--- src/bscfg_pkg.sv ---
// Constants shared by the strap sampling and boot configuration block
//------------------------------------------------------------------
// What this block does
// - Capture each strap on its qualifier's rising edge, then release the pin
// - Fetch soft straps from flash before releasing engine and host resets
// - Forced swap inverts A16, or the bit picked by block-size soft strap
// - While the swap strap forces swapping, software cannot clear the swap bit
// - Swap state is readable at bit 4 of offset DCh
// - Strap pull-down turns off once its qualifier is high
// - No-reboot strap at 1 blocks watchdog system reboot
// - Transport strap, latched at resume reset release, enables encrypted transport
// - Codes 0000 and 0010 select host-attached flash, enhanced interface on or off
// - Code 0100 host firmware on peripheral channel; 1000 all behind target
// - Code 1100 host on peripheral channel, engine on target flash; rest reserved
// - Swap bit cleared by real-time-clock well reset, not platform reset
//------------------------------------------------------------------
package bscfg_pkg;
	// ------------------------------------------------------------
	// Register map
	// ------------------------------------------------------------
	localparam logic [7:0] REG_SWAP_OFS = 8'hDC;
	localparam logic [7:0] REG_STAT_OFS = 8'hE0;
	localparam logic [7:0] REG_SOFT_OFS = 8'hE4;
	localparam int SWAP_BIT = 4;
	localparam int STAT_NO_REBOOT = 0;
	localparam int STAT_TRANSPORT = 1;
	localparam int STAT_BOOT_LSB = 2;
	localparam int STAT_FETCH_DONE = 6;
	localparam int STAT_SWAP_STRAP = 7;
	localparam logic [31:0] RDATA_RST = 32'h0000_0000;
	// ------------------------------------------------------------
	// Soft straps and address swap
	// ------------------------------------------------------------
	localparam int SOFT_WORDS = 4;
	localparam logic [23:0] SOFT_BASE = 24'h000000;
	localparam int BLK_SIZE_W = 3;
	localparam logic [2:0] BLK_SIZE_RST = 3'h0;
	localparam int SWAP_LOW_BIT = 16;
	localparam int FLASH_AW = 24;
	// ------------------------------------------------------------
	// Boot codes and strap groups
	// ------------------------------------------------------------
	localparam logic [3:0] BOOT_HOST_ESPI_ON = 4'h0;
	localparam logic [3:0] BOOT_HOST_ESPI_OFF = 4'h2;
	localparam logic [3:0] BOOT_PERIPH_HOST = 4'h4;
	localparam logic [3:0] BOOT_TARGET_ALL = 4'h8;
	localparam logic [3:0] BOOT_PERIPH_TARGET = 4'hC;
	localparam int CORE_STRAPS = 2;
	localparam int RESUME_STRAPS = 5;
	localparam int NUM_STRAPS = CORE_STRAPS + RESUME_STRAPS;
	typedef enum logic [1:0] {F_WAIT, F_REQ, F_RESP, F_DONE} bscfg_fetch_t;
endpackage : bscfg_pkg

--- src/bscfg_cap_if.sv ---
// Interface between the top and one strap capture group
`timescale 1ns/10ps
interface bscfg_cap_if #(parameter int W = 1);
	logic qual;
	logic [W-1:0] pins;
	logic [W-1:0] value;
	logic [W-1:0] pd_en;
	logic normal;
	modport cap(input qual, input pins, output value, output pd_en, output normal);
	modport user(output qual, output pins, input value, input pd_en, input normal);
endinterface : bscfg_cap_if

--- src/bscfg_capture.sv ---
// Edge-qualified strap capture for one group of pins
`timescale 1ns/10ps
module bscfg_capture #(
	parameter int W = 1
) (
	// Clock and reset
	input wire logic core_clk_i,
	input wire logic rstn_i,
	// Capture group
	bscfg_cap_if.cap cif
);
	logic qual_d_ff, nxt_qual_d;
	logic [W-1:0] value_ff, nxt_value;
	logic [W-1:0] pd_en_ff, nxt_pd_en;
	logic normal_ff, nxt_normal;
	logic rise;

	assign rise = cif.qual & ~qual_d_ff;

	always_comb begin
		nxt_qual_d = cif.qual;
		nxt_value = rise ? cif.pins : value_ff;
		nxt_pd_en = cif.qual ? '0 : '1;
		nxt_normal = cif.qual;
	end

	always_ff @(posedge core_clk_i) begin
		if (!rstn_i) begin
			qual_d_ff <= 1'b0;
			value_ff <= '0;
			pd_en_ff <= '1;
			normal_ff <= 1'b0;
		end else begin
			qual_d_ff <= nxt_qual_d;
			value_ff <= nxt_value;
			pd_en_ff <= nxt_pd_en;
			normal_ff <= nxt_normal;
		end
	end

	assign cif.value = value_ff;
	assign cif.pd_en = pd_en_ff;
	assign cif.normal = normal_ff;
endmodule : bscfg_capture

--- src/bscfg_top.sv ---
// Strap sampling, soft-strap fetch, boot swap and boot code decode
//
// The implementer's own choices: the address-and-strobe port and the placing of the registers.
`timescale 1ns/10ps
module bscfg_top #(
	parameter int N_SOFT = bscfg_pkg::SOFT_WORDS,
	parameter logic [23:0] SOFT_ADDR = bscfg_pkg::SOFT_BASE
) (
	// Clock and reset
	input wire logic core_clk_i,
	input wire logic rstn_i,
	// Power and reset qualifiers
	input wire logic deep_sleep_power_good_i,
	input wire logic resume_reset_n_i,
	input wire logic core_power_good_i,
	input wire logic rtc_well_reset_n_i,
	input wire logic platform_reset_n_i,
	// Strap pins
	input wire logic swap_override_strap_pin_i,
	input wire logic no_reboot_strap_pin_i,
	input wire logic transport_security_strap_pin_i,
	input wire logic boot_code_bit0_pin_i,
	input wire logic boot_code_bit1_pin_i,
	input wire logic boot_code_bit2_pin_i,
	input wire logic boot_code_bit3_pin_i,
	// Pin control
	output logic [bscfg_pkg::NUM_STRAPS-1:0] strap_pulldown_en_o,
	output logic [bscfg_pkg::NUM_STRAPS-1:0] strap_pin_normal_o,
	// Register port
	input wire logic [7:0] reg_addr_i,
	input wire logic [31:0] reg_wdata_i,
	input wire logic reg_we_i,
	input wire logic reg_re_i,
	output logic [31:0] reg_rdata_o,
	// Flash access
	input wire logic host_req_i,
	input wire logic [bscfg_pkg::FLASH_AW-1:0] host_addr_i,
	output logic flash_req_o,
	output logic [bscfg_pkg::FLASH_AW-1:0] flash_addr_o,
	input wire logic [31:0] flash_rdata_i,
	input wire logic flash_rvalid_i,
	// Downstream resets
	output logic security_engine_reset_n_o,
	output logic host_reset_n_o,
	// Watchdog
	input wire logic watchdog_timer_expire_i,
	output logic system_reboot_o,
	// Configuration outputs
	output logic encrypted_transport_en_o,
	output logic [3:0] boot_code_o,
	output logic espi_enable_o,
	output logic host_fw_periph_o,
	output logic se_fw_target_o,
	output logic flash_target_attached_o,
	output logic boot_code_reserved_o
);
	import bscfg_pkg::*;

	// ------------------------------------------------------------
	// Strap capture groups
	// ------------------------------------------------------------
	bscfg_cap_if #(.W(CORE_STRAPS)) core_if();
	bscfg_cap_if #(.W(RESUME_STRAPS)) resume_if();

	assign core_if.qual = core_power_good_i;
	assign core_if.pins = {no_reboot_strap_pin_i, swap_override_strap_pin_i};
	assign resume_if.qual = resume_reset_n_i;
	assign resume_if.pins = {boot_code_bit3_pin_i, boot_code_bit2_pin_i, boot_code_bit1_pin_i,
		boot_code_bit0_pin_i, transport_security_strap_pin_i};

	bscfg_capture #(.W(CORE_STRAPS)) u_core_cap (
		.core_clk_i(core_clk_i),
		.rstn_i(rstn_i),
		.cif(core_if.cap)
	);
	bscfg_capture #(.W(RESUME_STRAPS)) u_resume_cap (
		.core_clk_i(core_clk_i),
		.rstn_i(rstn_i),
		.cif(resume_if.cap)
	);

	logic swap_strap, no_reboot_strap, transport_strap;
	logic [3:0] boot_strap;
	assign swap_strap = core_if.value[0];
	assign no_reboot_strap = core_if.value[1];
	assign transport_strap = resume_if.value[0];
	assign boot_strap = resume_if.value[4:1];
	assign strap_pulldown_en_o = {resume_if.pd_en, core_if.pd_en};
	assign strap_pin_normal_o = {{RESUME_STRAPS{resume_if.normal}}, {CORE_STRAPS{core_if.normal}}};

	// ------------------------------------------------------------
	// Swap address function
	// ------------------------------------------------------------
	// Only the top two blocks trade places; all else passes unchanged
	function automatic logic [FLASH_AW-1:0] bscfg_swap(input logic [FLASH_AW-1:0] a,
		input logic [BLK_SIZE_W-1:0] sz);
		logic [FLASH_AW-1:0] r;
		logic top;
		int b;
		r = a;
		top = 1'b1;
		b = SWAP_LOW_BIT + int'(sz);
		for (int i = SWAP_LOW_BIT; i < FLASH_AW; i++) begin
			if (i > b && !a[i]) begin
				top = 1'b0;
			end
		end
		if (top) begin
			r[b] = ~a[b];
		end
		return r;
	endfunction : bscfg_swap

	// ------------------------------------------------------------
	// Soft-strap fetch
	// ------------------------------------------------------------
	localparam int IDX_W = (N_SOFT > 1) ? $clog2(N_SOFT) : 1;
	localparam logic [IDX_W-1:0] IDX_LAST = IDX_W'(N_SOFT - 1);

	bscfg_fetch_t fstate_ff, nxt_fstate;
	logic [IDX_W-1:0] idx_ff, nxt_idx;
	logic [31:0] soft_ff [N_SOFT];
	logic [31:0] nxt_soft [N_SOFT];
	logic [BLK_SIZE_W-1:0] blk_size_ff, nxt_blk_size;
	logic flash_req_ff, nxt_flash_req;
	logic [FLASH_AW-1:0] flash_addr_ff, nxt_flash_addr;
	logic se_rst_n_ff, nxt_se_rst_n;
	logic host_rst_n_ff, nxt_host_rst_n;
	logic swap_ff, nxt_swap;

	always_comb begin
		nxt_fstate = fstate_ff;
		nxt_idx = idx_ff;
		nxt_soft = soft_ff;
		nxt_blk_size = blk_size_ff;
		nxt_flash_req = 1'b0;
		nxt_flash_addr = flash_addr_ff;
		case (fstate_ff)
			F_WAIT: begin
				nxt_idx = '0;
				if (resume_if.normal && deep_sleep_power_good_i) begin
					nxt_fstate = F_REQ;
				end
			end
			F_REQ: begin
				nxt_flash_req = 1'b1;
				nxt_flash_addr = SOFT_ADDR + FLASH_AW'({idx_ff, 2'b00});
				nxt_fstate = F_RESP;
			end
			F_RESP: begin
				if (flash_rvalid_i) begin
					nxt_soft[idx_ff] = flash_rdata_i;
					if (idx_ff == '0) begin
						nxt_blk_size = flash_rdata_i[BLK_SIZE_W-1:0];
					end
					if (idx_ff == IDX_LAST) begin
						nxt_fstate = F_DONE;
					end else begin
						nxt_idx = idx_ff + IDX_W'(1);
						nxt_fstate = F_REQ;
					end
				end
			end
			F_DONE: begin
				// Host traffic only once the soft straps are in place
				if (host_req_i) begin
					nxt_flash_req = 1'b1;
					nxt_flash_addr = swap_ff ? bscfg_swap(host_addr_i, blk_size_ff) : host_addr_i;
				end
			end
			default: begin
				nxt_fstate = F_WAIT;
			end
		endcase
		if (!resume_reset_n_i) begin
			nxt_fstate = F_WAIT;
		end
		nxt_se_rst_n = (fstate_ff == F_DONE) && resume_reset_n_i;
		nxt_host_rst_n = (fstate_ff == F_DONE) && resume_reset_n_i && core_if.normal
			&& platform_reset_n_i;
	end

	always_ff @(posedge core_clk_i) begin
		if (!rstn_i) begin
			fstate_ff <= F_WAIT;
			idx_ff <= '0;
			for (int i = 0; i < N_SOFT; i++) begin
				soft_ff[i] <= 32'h0000_0000;
			end
			blk_size_ff <= BLK_SIZE_RST;
			flash_req_ff <= 1'b0;
			flash_addr_ff <= '0;
			se_rst_n_ff <= 1'b0;
			host_rst_n_ff <= 1'b0;
		end else begin
			fstate_ff <= nxt_fstate;
			idx_ff <= nxt_idx;
			soft_ff <= nxt_soft;
			blk_size_ff <= nxt_blk_size;
			flash_req_ff <= nxt_flash_req;
			flash_addr_ff <= nxt_flash_addr;
			se_rst_n_ff <= nxt_se_rst_n;
			host_rst_n_ff <= nxt_host_rst_n;
		end
	end

	assign flash_req_o = flash_req_ff;
	assign flash_addr_o = flash_addr_ff;
	assign security_engine_reset_n_o = se_rst_n_ff;
	assign host_reset_n_o = host_rst_n_ff;

	// ------------------------------------------------------------
	// Registers
	// ------------------------------------------------------------
	logic [31:0] rdata_ff, nxt_rdata;

	always_comb begin
		nxt_swap = swap_ff;
		if (reg_we_i && reg_addr_i == REG_SWAP_OFS) begin
			nxt_swap = reg_wdata_i[SWAP_BIT];
		end
		if (swap_strap) begin
			nxt_swap = 1'b1;
		end
		nxt_rdata = RDATA_RST;
		if (reg_re_i) begin
			if (reg_addr_i == REG_SWAP_OFS) begin
				nxt_rdata[SWAP_BIT] = swap_ff;
			end else if (reg_addr_i == REG_STAT_OFS) begin
				nxt_rdata[STAT_NO_REBOOT] = no_reboot_strap;
				nxt_rdata[STAT_TRANSPORT] = transport_strap;
				nxt_rdata[STAT_BOOT_LSB +: 4] = boot_strap;
				nxt_rdata[STAT_FETCH_DONE] = (fstate_ff == F_DONE);
				nxt_rdata[STAT_SWAP_STRAP] = swap_strap;
			end else begin
				for (int i = 0; i < N_SOFT; i++) begin
					if (reg_addr_i == REG_SOFT_OFS + 8'(4 * i)) begin
						nxt_rdata = soft_ff[i];
					end
				end
			end
		end
	end

	// Kept through platform reset so a failed update still boots
	always_ff @(posedge core_clk_i) begin
		if (!rstn_i || !rtc_well_reset_n_i) begin
			swap_ff <= 1'b0;
		end else begin
			swap_ff <= nxt_swap;
		end
	end

	always_ff @(posedge core_clk_i) begin
		if (!rstn_i) begin
			rdata_ff <= RDATA_RST;
		end else begin
			rdata_ff <= nxt_rdata;
		end
	end

	assign reg_rdata_o = rdata_ff;

	// ------------------------------------------------------------
	// Watchdog gate and boot decode
	// ------------------------------------------------------------
	logic reboot_ff, nxt_reboot;
	logic xport_ff, nxt_xport;
	logic [3:0] code_ff, nxt_code;
	logic espi_ff, nxt_espi;
	logic periph_ff, nxt_periph;
	logic se_tgt_ff, nxt_se_tgt;
	logic tgt_ff, nxt_tgt;
	logic rsvd_ff, nxt_rsvd;

	always_comb begin
		nxt_reboot = watchdog_timer_expire_i && !no_reboot_strap;
		nxt_xport = transport_strap;
		nxt_code = boot_strap;
		nxt_espi = 1'b0;
		nxt_periph = 1'b0;
		nxt_se_tgt = 1'b0;
		nxt_tgt = 1'b0;
		nxt_rsvd = 1'b0;
		case (boot_strap)
			BOOT_HOST_ESPI_ON: begin
				nxt_espi = 1'b1;
			end
			BOOT_HOST_ESPI_OFF: begin
				nxt_espi = 1'b0;
			end
			BOOT_PERIPH_HOST: begin
				nxt_espi = 1'b1;
				nxt_periph = 1'b1;
			end
			BOOT_TARGET_ALL: begin
				nxt_espi = 1'b1;
				nxt_tgt = 1'b1;
				nxt_se_tgt = 1'b1;
			end
			BOOT_PERIPH_TARGET: begin
				nxt_espi = 1'b1;
				nxt_periph = 1'b1;
				nxt_se_tgt = 1'b1;
			end
			default: begin
				nxt_rsvd = 1'b1;
			end
		endcase
	end

	always_ff @(posedge core_clk_i) begin
		if (!rstn_i) begin
			reboot_ff <= 1'b0;
			xport_ff <= 1'b0;
			code_ff <= 4'h0;
			espi_ff <= 1'b0;
			periph_ff <= 1'b0;
			se_tgt_ff <= 1'b0;
			tgt_ff <= 1'b0;
			rsvd_ff <= 1'b0;
		end else begin
			reboot_ff <= nxt_reboot;
			xport_ff <= nxt_xport;
			code_ff <= nxt_code;
			espi_ff <= nxt_espi;
			periph_ff <= nxt_periph;
			se_tgt_ff <= nxt_se_tgt;
			tgt_ff <= nxt_tgt;
			rsvd_ff <= nxt_rsvd;
		end
	end

	assign system_reboot_o = reboot_ff;
	assign encrypted_transport_en_o = xport_ff;
	assign boot_code_o = code_ff;
	assign espi_enable_o = espi_ff;
	assign host_fw_periph_o = periph_ff;
	assign se_fw_target_o = se_tgt_ff;
	assign flash_target_attached_o = tgt_ff;
	assign boot_code_reserved_o = rsvd_ff;
endmodule : bscfg_top

--- config.mk ---
export PLATFORM = sky130hd
export DESIGN_NAME = bscfg_top
export DESIGN_NICKNAME = d
export VERILOG_FILES = /design/src/bscfg_pkg.sv /design/src/bscfg_cap_if.sv /design/src/bscfg_capture.sv /design/src/bscfg_top.sv
export SDC_FILE = /design/constraint.sdc
export NUM_CORES = 1
export LEC_CHECK = 0
export ABC_AREA = 1
export BUFFER_PORTS_ARGS = -buffer_cell sky130_fd_sc_hd__buf_4
export CAP_MARGIN = 40
export CORE_UTILIZATION = 54
export DETAILED_ROUTE_END_ITERATION = 10
export HOLD_SLACK_MARGIN = 0.03
export PLACE_DENSITY = 0.9
export SLEW_MARGIN = 20
export SYNTH_ARGS = -nofsm -noshare
export SYNTH_HDL_FRONTEND = slang
export SYNTH_SLANG_ARGS = --single-unit
--- constraint.sdc ---
create_clock -name core_clk_i -period 2.1 [get_ports core_clk_i]
set_input_delay 0.315 -clock core_clk_i [delete_from_list [all_inputs] [get_ports core_clk_i]]
set_output_delay 0.315 -clock core_clk_i [all_outputs]
set_load 0.01 [all_outputs]
; Yosys cells after proc, flatten, opt, wreduce, memory -nomap -nowiden
; Cells that the tools add are included.
[totals]
regBits = 222
[classes]
n_lt_le_gt_ge = 12
addsub = 2
reduce_logical = 48
n_mux = 47
bitwise_logic = 8
eq_ne = 18
[ops]
columns = cell, count
row1 = $mux W32, 5
row2 = $bwmux W128, 1
row3 = $mux W24, 3
row4 = $demux W32 S2, 1
row5 = $eq A8 B8 Y1 const B, 6
row6 = $gt A5 B6 Y1 const A, 8
row7 = $pmux W24 S2, 1
row8 = $bwmux W24, 1
row9 = $mux W1, 22
row10 = $logic_and A1 B1 Y1, 16
row11 = $mux W2, 6
row12 = $logic_not A1 Y1, 11
row13 = $reduce_and A3 Y1, 3
row14 = $eq A4 B4 Y1 const B, 2
row15 = $mux W8, 1
row16 = $ne A2 B2 Y1 const B, 4
row17 = $reduce_and A2 Y1, 4
row18 = $reduce_or A4 Y1, 2
row19 = $add A5 B3 Y6 const A, 1
row20 = $eq A2 B2 Y1 const B, 3
row21 = $ge A6 B1 Y1 const B, 1
row22 = $lt A6 B6 Y1 const B, 1
row23 = $pmux W2 S3, 1
row24 = $reduce_bool A2 Y1, 3
row25 = other kinds (21), 28

; Longest topological paths before layout
[logic_depth]
word_depth = 17
depth_mapped = 12

; Modules after synthesis
; A second synthesis with hierarchy kept.
[hier_totals]
cells_unflattened = 1136
hier_area_um2 = 8675.8
[modules_own_cells]
columns = module, seq_area_each_um2, area_per_inst_um2, n_inst, cells_each
row1 = bscfg_top, 4124.0, 8235.4, 1, 1075
row2 = bscfg_capture (u_resume_cap), 140.1, 291.5, 1, 41
row3 = bscfg_capture (u_core_cap), 80.1, 148.9, 1, 20

; Least setup slack after synthesis
; No wires, ideal clock.
[synth_path]
kind = register -> register
startpoint = register fstate_ff[0]
endpoint = register blk_size_ff[0]
t_arrival_ps = 1442
t_required_ps = 2030
path_stages_with_launch = 8
path_slack_ps = 588
cell_sequence = dfxtp_1 -> inv_1 -> ha_1 -> buf_2 -> nand3_1 -> clkbuf_1 -> nand2_1 -> a21oi_1
[synth_between]
elab_chain_len = 2
[synth_rtl]
columns = item, line
row1 = start: declaration, bscfg_top.sv:120  ; bscfg_fetch_t fstate_ff, nxt_fstate;
row2 = start signal: assignment, bscfg_top.sv:196  ; fstate_ff <= nxt_fstate;
row3 = $eq A2 B2 Y1, bscfg_top.sv:138  ; case (fstate_ff)
row4 = $reduce_and A3 Y1 (no line), -
row5 = end signal: assignment, bscfg_top.sv:199  ; blk_size_ff <= nxt_blk_size;
row6 = end: declaration, bscfg_top.sv:124  ; logic [BLK_SIZE_W-1:0] blk_size_ff, nxt_blk_size;
; No other way between the ends.
; A chain may end at the register's enable or synchronous reset.

; Worst setup path after layout
[layout_path]
startpoint = register fstate_ff[0]
endpoint = register flash_addr_ff[20], in the netlist flash_addr_o[20]
[layout_between]
elab_chain_len = 3
[layout_rtl]
columns = item, line
row1 = $eq A2 B2 Y1 or $eq A2 B1 Y1 (tied branches), bscfg_top.sv:138
row2 = $ne A2 B2 Y1 (no line) or $reduce_bool A2 Y1 (tied branches), -
row3 = $reduce_and A2 Y1 (no line), -
row4 = end signal: assignment, bscfg_top.sv:201  ; flash_addr_ff <= nxt_flash_addr;
row5 = end: declaration, bscfg_top.sv:126  ; logic [FLASH_AW-1:0] flash_addr_ff, nxt_flash_addr;
; Several ways; a longest one is shown, not always the timed one.

==> impl_metrics.prom <==
# TYPE chip_impl_metric gauge
chip_impl_metric{name="ys_ff_latch",unit=""} 217
chip_impl_metric{name="wirelength",unit="µm"} 22500
chip_impl_metric{name="timing.max_slew.rel_slack",unit=""} 0.568
chip_impl_info{name="rsz0062_at_grt",value="no"} 1
chip_impl_metric{name="layoutNonFillerInstCount",unit=""} 1498
chip_impl_metric{name="detail_route.first_pass.iterations",unit=""} 5
chip_impl_metric{name="maximum_buffer_depth_of_the_clock_tree",unit=""} 3
chip_impl_metric{name="postCtsSetupBuffers",unit=""} 0
chip_impl_metric{name="num_io_pins",unit=""} 199
chip_impl_metric{name="htree_levels",unit=""} 1
chip_impl_metric{name="vias_per_cell",unit=""} 5.35
chip_impl_metric{name="seq_area_frac_synth",unit=""} 0.495
chip_impl_metric{name="grt_start_max_net_pins",unit=""} 81
chip_impl_metric{name="num_antenna_cells",unit=""} 0
chip_impl_metric{name="grt_first_pass_wirelength",unit="µm"} 35800
chip_impl_metric{name="final.setup.tns",unit="ns"} 0
chip_impl_metric{name="clk-insertion-delay-late",unit="ns"} 0.49
chip_impl_info{name="hold_path_class",value="in -> reg"} 1
chip_impl_metric{name="yosysWarnings",unit=""} 0
chip_impl_metric{name="synthesized_area_fraction_occupied_by_ao_oa_aoi_and_oai_cells",unit=""} 0.256
chip_impl_metric{name="cts_bufs_inserted",unit=""} 23
chip_impl_metric{name="maximum_ir_drop_on_the_vdd_rail",unit="V"} 0.000553
chip_impl_metric{name="final.period_utilization",unit=""} 0.927
chip_impl_metric{name="worst_pin_slew",unit="ns"} 0.647
chip_impl_metric{name="first_iter_violations",unit=""} 662
chip_impl_metric{name="die_area",unit="µm²"} 16800
chip_impl_metric{name="totalPowerFinal",unit="mW"} 8.81
chip_impl_metric{name="post_cts_resize_count",unit=""} 0
chip_impl_metric{name="area_share_of_xor_xnor_cells_in_the_synthesized_design",unit=""} 0
chip_impl_metric{name="peak_freq",unit="MHz"} 513
chip_impl_metric{name="cts_num_sinks",unit=""} 217
chip_impl_metric{name="finalClockSkew",unit="ns"} 0.00861
chip_impl_metric{name="yosys.area_share.simple",unit=""} 0.110
chip_impl_metric{name="postCtsHoldBufs",unit=""} 1
chip_impl_metric{name="grt_util_all_layers",unit=""} 0.267
chip_impl_info{name="cts-root-buf",value="sky130_fd_sc_hd__clkbuf_16"} 1
chip_impl_info{name="run_status",value="completed"} 1
chip_impl_metric{name="synth_nets",unit=""} 1263
chip_impl_metric{name="grt_antenna_before_repair",unit=""} 0
chip_impl_metric{name="finalWeightedCongestion",unit=""} 0.872
chip_impl_metric{name="std_cell_rows",unit=""} 46
chip_impl_metric{name="syn_area_per_cell",unit="µm²"} 7.71
chip_impl_metric{name="yosysUniqueCellTypes",unit=""} 35
chip_impl_metric{name="floorplan.initialDensity",unit=""} 0.553
chip_impl_metric{name="layout.nets",unit=""} 1392
chip_impl_metric{name="cellLeakagePower",unit="nW"} 4.24
chip_impl_metric{name="maxCapViolations",unit=""} 0
chip_impl_metric{name="drive_gt1_frac",unit=""} 0.203
chip_impl_metric{name="die_h",unit="µm"} 130
chip_impl_metric{name="synth_mux_area_frac",unit=""} 0
chip_impl_metric{name="final.min_clock_period",unit="ns"} 1.95
chip_impl_info{name="worst_setup_path_start_kind",value="flip-flop"} 1
chip_impl_metric{name="detail_routed_net_length_per_standard_cell",unit="µm"} 15.0
chip_impl_metric{name="area_growth_syn_to_layout",unit="%"} 24.1
chip_impl_metric{name="r2r_slack",unit="ns"} 0.15
chip_impl_metric{name="slew_viol_final",unit=""} 0
chip_impl_metric{name="critical_path.max_fanout",unit=""} 22
chip_impl_metric{name="io_buffer_count",unit=""} 167
chip_impl_metric{name="die-width",unit="µm"} 130
chip_impl_metric{name="grt_remaining_overflow",unit=""} 0
chip_impl_metric{name="number_of_global_route_vias_before_repair",unit=""} 7581
chip_impl_info{name="path_class",value="reg -> reg"} 1
chip_impl_metric{name="post-route-drc-count",unit=""} 0
chip_impl_metric{name="mapped_cells",unit=""} 1139
chip_impl_metric{name="dp_cells",unit=""} 1458
chip_impl_info{name="cts_tree",value="yes"} 1
chip_impl_metric{name="post_synth_fa_ha_maj_area_fraction",unit=""} 0.0128
chip_impl_metric{name="dp_hpwl",unit="µm"} 14000
chip_impl_metric{name="crit_arrival",unit="ns"} 2.36
chip_impl_metric{name="worst_setup_hold_path_clk_slew",unit="ns"} 0.06
chip_impl_metric{name="number_of_nets_with_antenna_violations_after_detailed_routing",unit=""} 0
chip_impl_metric{name="mappedNetlistArea",unit="µm²"} 8780
chip_impl_metric{name="core_area",unit="µm²"} 15900
chip_impl_info{name="largest_family_of_logic_cells_by_synthesized_area",value="compound AO/OA/AOI/OAI gates"} 1
chip_impl_metric{name="final-setup-viol-count",unit=""} 0
chip_impl_metric{name="dr_total_vias",unit=""} 8014
chip_impl_metric{name="powerDensity",unit="nW/µm²"} 809
chip_impl_info{name="critical_path.endpoint_type",value="flip-flop"} 1
chip_impl_metric{name="worstPathRequired",unit="ns"} 2.51
chip_impl_metric{name="hold_viol",unit=""} 0
-- metrics by stage --
step | utilization | setup WS (ns) | hold slack, ns | instance area (µm²)
floorplan | - | 0.588 | 0.401 | 8780
global placement | 0.637 | 0.281 | 0.430 | 10100
detailed placement | 0.637 | 0.198 | 0.436 | 10100
CTS | 0.686 | 0.155 | 0.0321 | 10900
global route | 0.686 | 0.0197 | 0.0466 | 10900
finish | 0.686 | 0.152 | 0.0417 | 10900
-- power breakdown --
group / internal (mW) / total [mW] / switching, mW
Sequential: 4.18 / 4.22 / 0.0387
Combinational: 0.234 / 0.549 / 0.315
Clock: 2.49 / 4.05 / 1.56
-- final timing paths --
check                           cells past startpoint               startpoint                to
worst max-delay path                                6             fstate_ff[0]  flash_addr_o[20]
worst min-delay path                                3  watchdog_timer_expire_i   system_reboot_o
worst max register to register                      6             fstate_ff[0]  flash_addr_o[20]
worst min register to register                      2              soft_ff[17]       soft_ff[17]
-- cell type report --
type / instances / area [µm²]
fillers: 1215 / 4990
flip-flops and latches: 217 / 4340
multi-input cells: 660 / 3350
repair buffers: 186 / 1490
clock buffers: 35 / 691
inverters: 180 / 677
well taps: 216 / 270
clock inverters: 4 / 70.1
-- layout by cell type (no fill, tap or decap), drive strengths merged, types with 3 or more instances in the layout --
| cell | Yosys | routed |
|---|---|---|
| a211oi | 3 | 3 |
| nor2 | 40 | 40 |
| clkinv | 2 | 4 |
| o21ai | 165 | 165 |
| nand3 | 25 | 25 |
| o22ai | 17 | 17 |
| dfxtp | 217 | 217 |
| nand2 | 145 | 145 |
| o211ai | 12 | 12 |
| buf | 36 | 185 |
| nand4 | 8 | 8 |
| nor3 | 7 | 7 |
| a21oi | 220 | 220 |
| inv | 178 | 178 |
| clkbuf | 46 | 35 |
| ha | 9 | 9 |
-- Yosys cell counts --
cell                        number  share of area
sky130_fd_sc_hd__dfxtp_1       217           0.49
sky130_fd_sc_hd__a21oi_1       210           0.12
sky130_fd_sc_hd__inv_1         168          0.072
sky130_fd_sc_hd__o21ai_0       163          0.093
sky130_fd_sc_hd__nand2_1       142          0.061
sky130_fd_sc_hd__clkbuf_1       46          0.020
sky130_fd_sc_hd__nor2_1         35          0.015
sky130_fd_sc_hd__nand3_1        23          0.013
sky130_fd_sc_hd__buf_4          16          0.014
sky130_fd_sc_hd__o22ai_1        14          0.010
sky130_fd_sc_hd__buf_2          13         0.0074
sky130_fd_sc_hd__o211ai_1       12          0.010
sky130_fd_sc_hd__a21oi_2        10          0.010
sky130_fd_sc_hd__inv_2          10         0.0043
sky130_fd_sc_hd__ha_1            9          0.013
sky130_fd_sc_hd__nand4_1         8         0.0057
sky130_fd_sc_hd__buf_6           6         0.0077
sky130_fd_sc_hd__nor3_1          6         0.0034
sky130_fd_sc_hd__a211oi_1        3         0.0026
sky130_fd_sc_hd__nand2_2         3         0.0021
sky130_fd_sc_hd__nor2_2          3         0.0021
sky130_fd_sc_hd__o22ai_2         3         0.0043
sky130_fd_sc_hd__a31oi_1         2         0.0014
sky130_fd_sc_hd__a41oi_1         2         0.0020
sky130_fd_sc_hd__nand3_2         2         0.0023
sky130_fd_sc_hd__nor2_4          2         0.0026
sky130_fd_sc_hd__o21ai_1         2         0.0011
sky130_fd_sc_hd__or2_2           2         0.0014
sky130_fd_sc_hd__a21boi_0        1        0.00086
sky130_fd_sc_hd__and3_1          1        0.00071
sky130_fd_sc_hd__buf_1           1        0.00043
sky130_fd_sc_hd__clkinv_1        1        0.00043
sky130_fd_sc_hd__clkinv_2        1        0.00057
sky130_fd_sc_hd__nor3_2          1         0.0011
sky130_fd_sc_hd__o2111ai_1       1         0.0010
-- routing by layer --
metal	part of all wire	vias up	global-route usage
met5	0	-	0
met4	0.024	0	0.0923
met3	0.071	49	0.0549
met2	0.50	274	0.471
met1	0.40	3725	0.324
li1	-	3966	-
-- sequential cells by signal (all words and copies together) (netlist names), 3 cells and up --
signal	cells
blk_size_ff	3
boot_code_o	4
flash_addr_o	24
reg_rdata_o	32
soft_ff	128
u_resume_cap.cif.value	5
-- cell families after synthesis --
logic type | after synthesis
AO/OA/AOI/OAI | 423
buffers and inverters | 262
AND/OR/NAND/NOR | 228
flip-flops | 217
adder cells (fa/ha/maj) | 9
-- worst max-delay path, stage by stage (launching register included) --
cell	delay [ns]
sky130_fd_sc_hd__dfxtp_1	0.34
sky130_fd_sc_hd__ha_1	0.34
sky130_fd_sc_hd__nand2_1	0.17
sky130_fd_sc_hd__o21ai_0	0.16
sky130_fd_sc_hd__inv_1	0.53
sky130_fd_sc_hd__nand2_1	0.13
sky130_fd_sc_hd__a21oi_1	0.20
(Power assumes the default switching activity.)
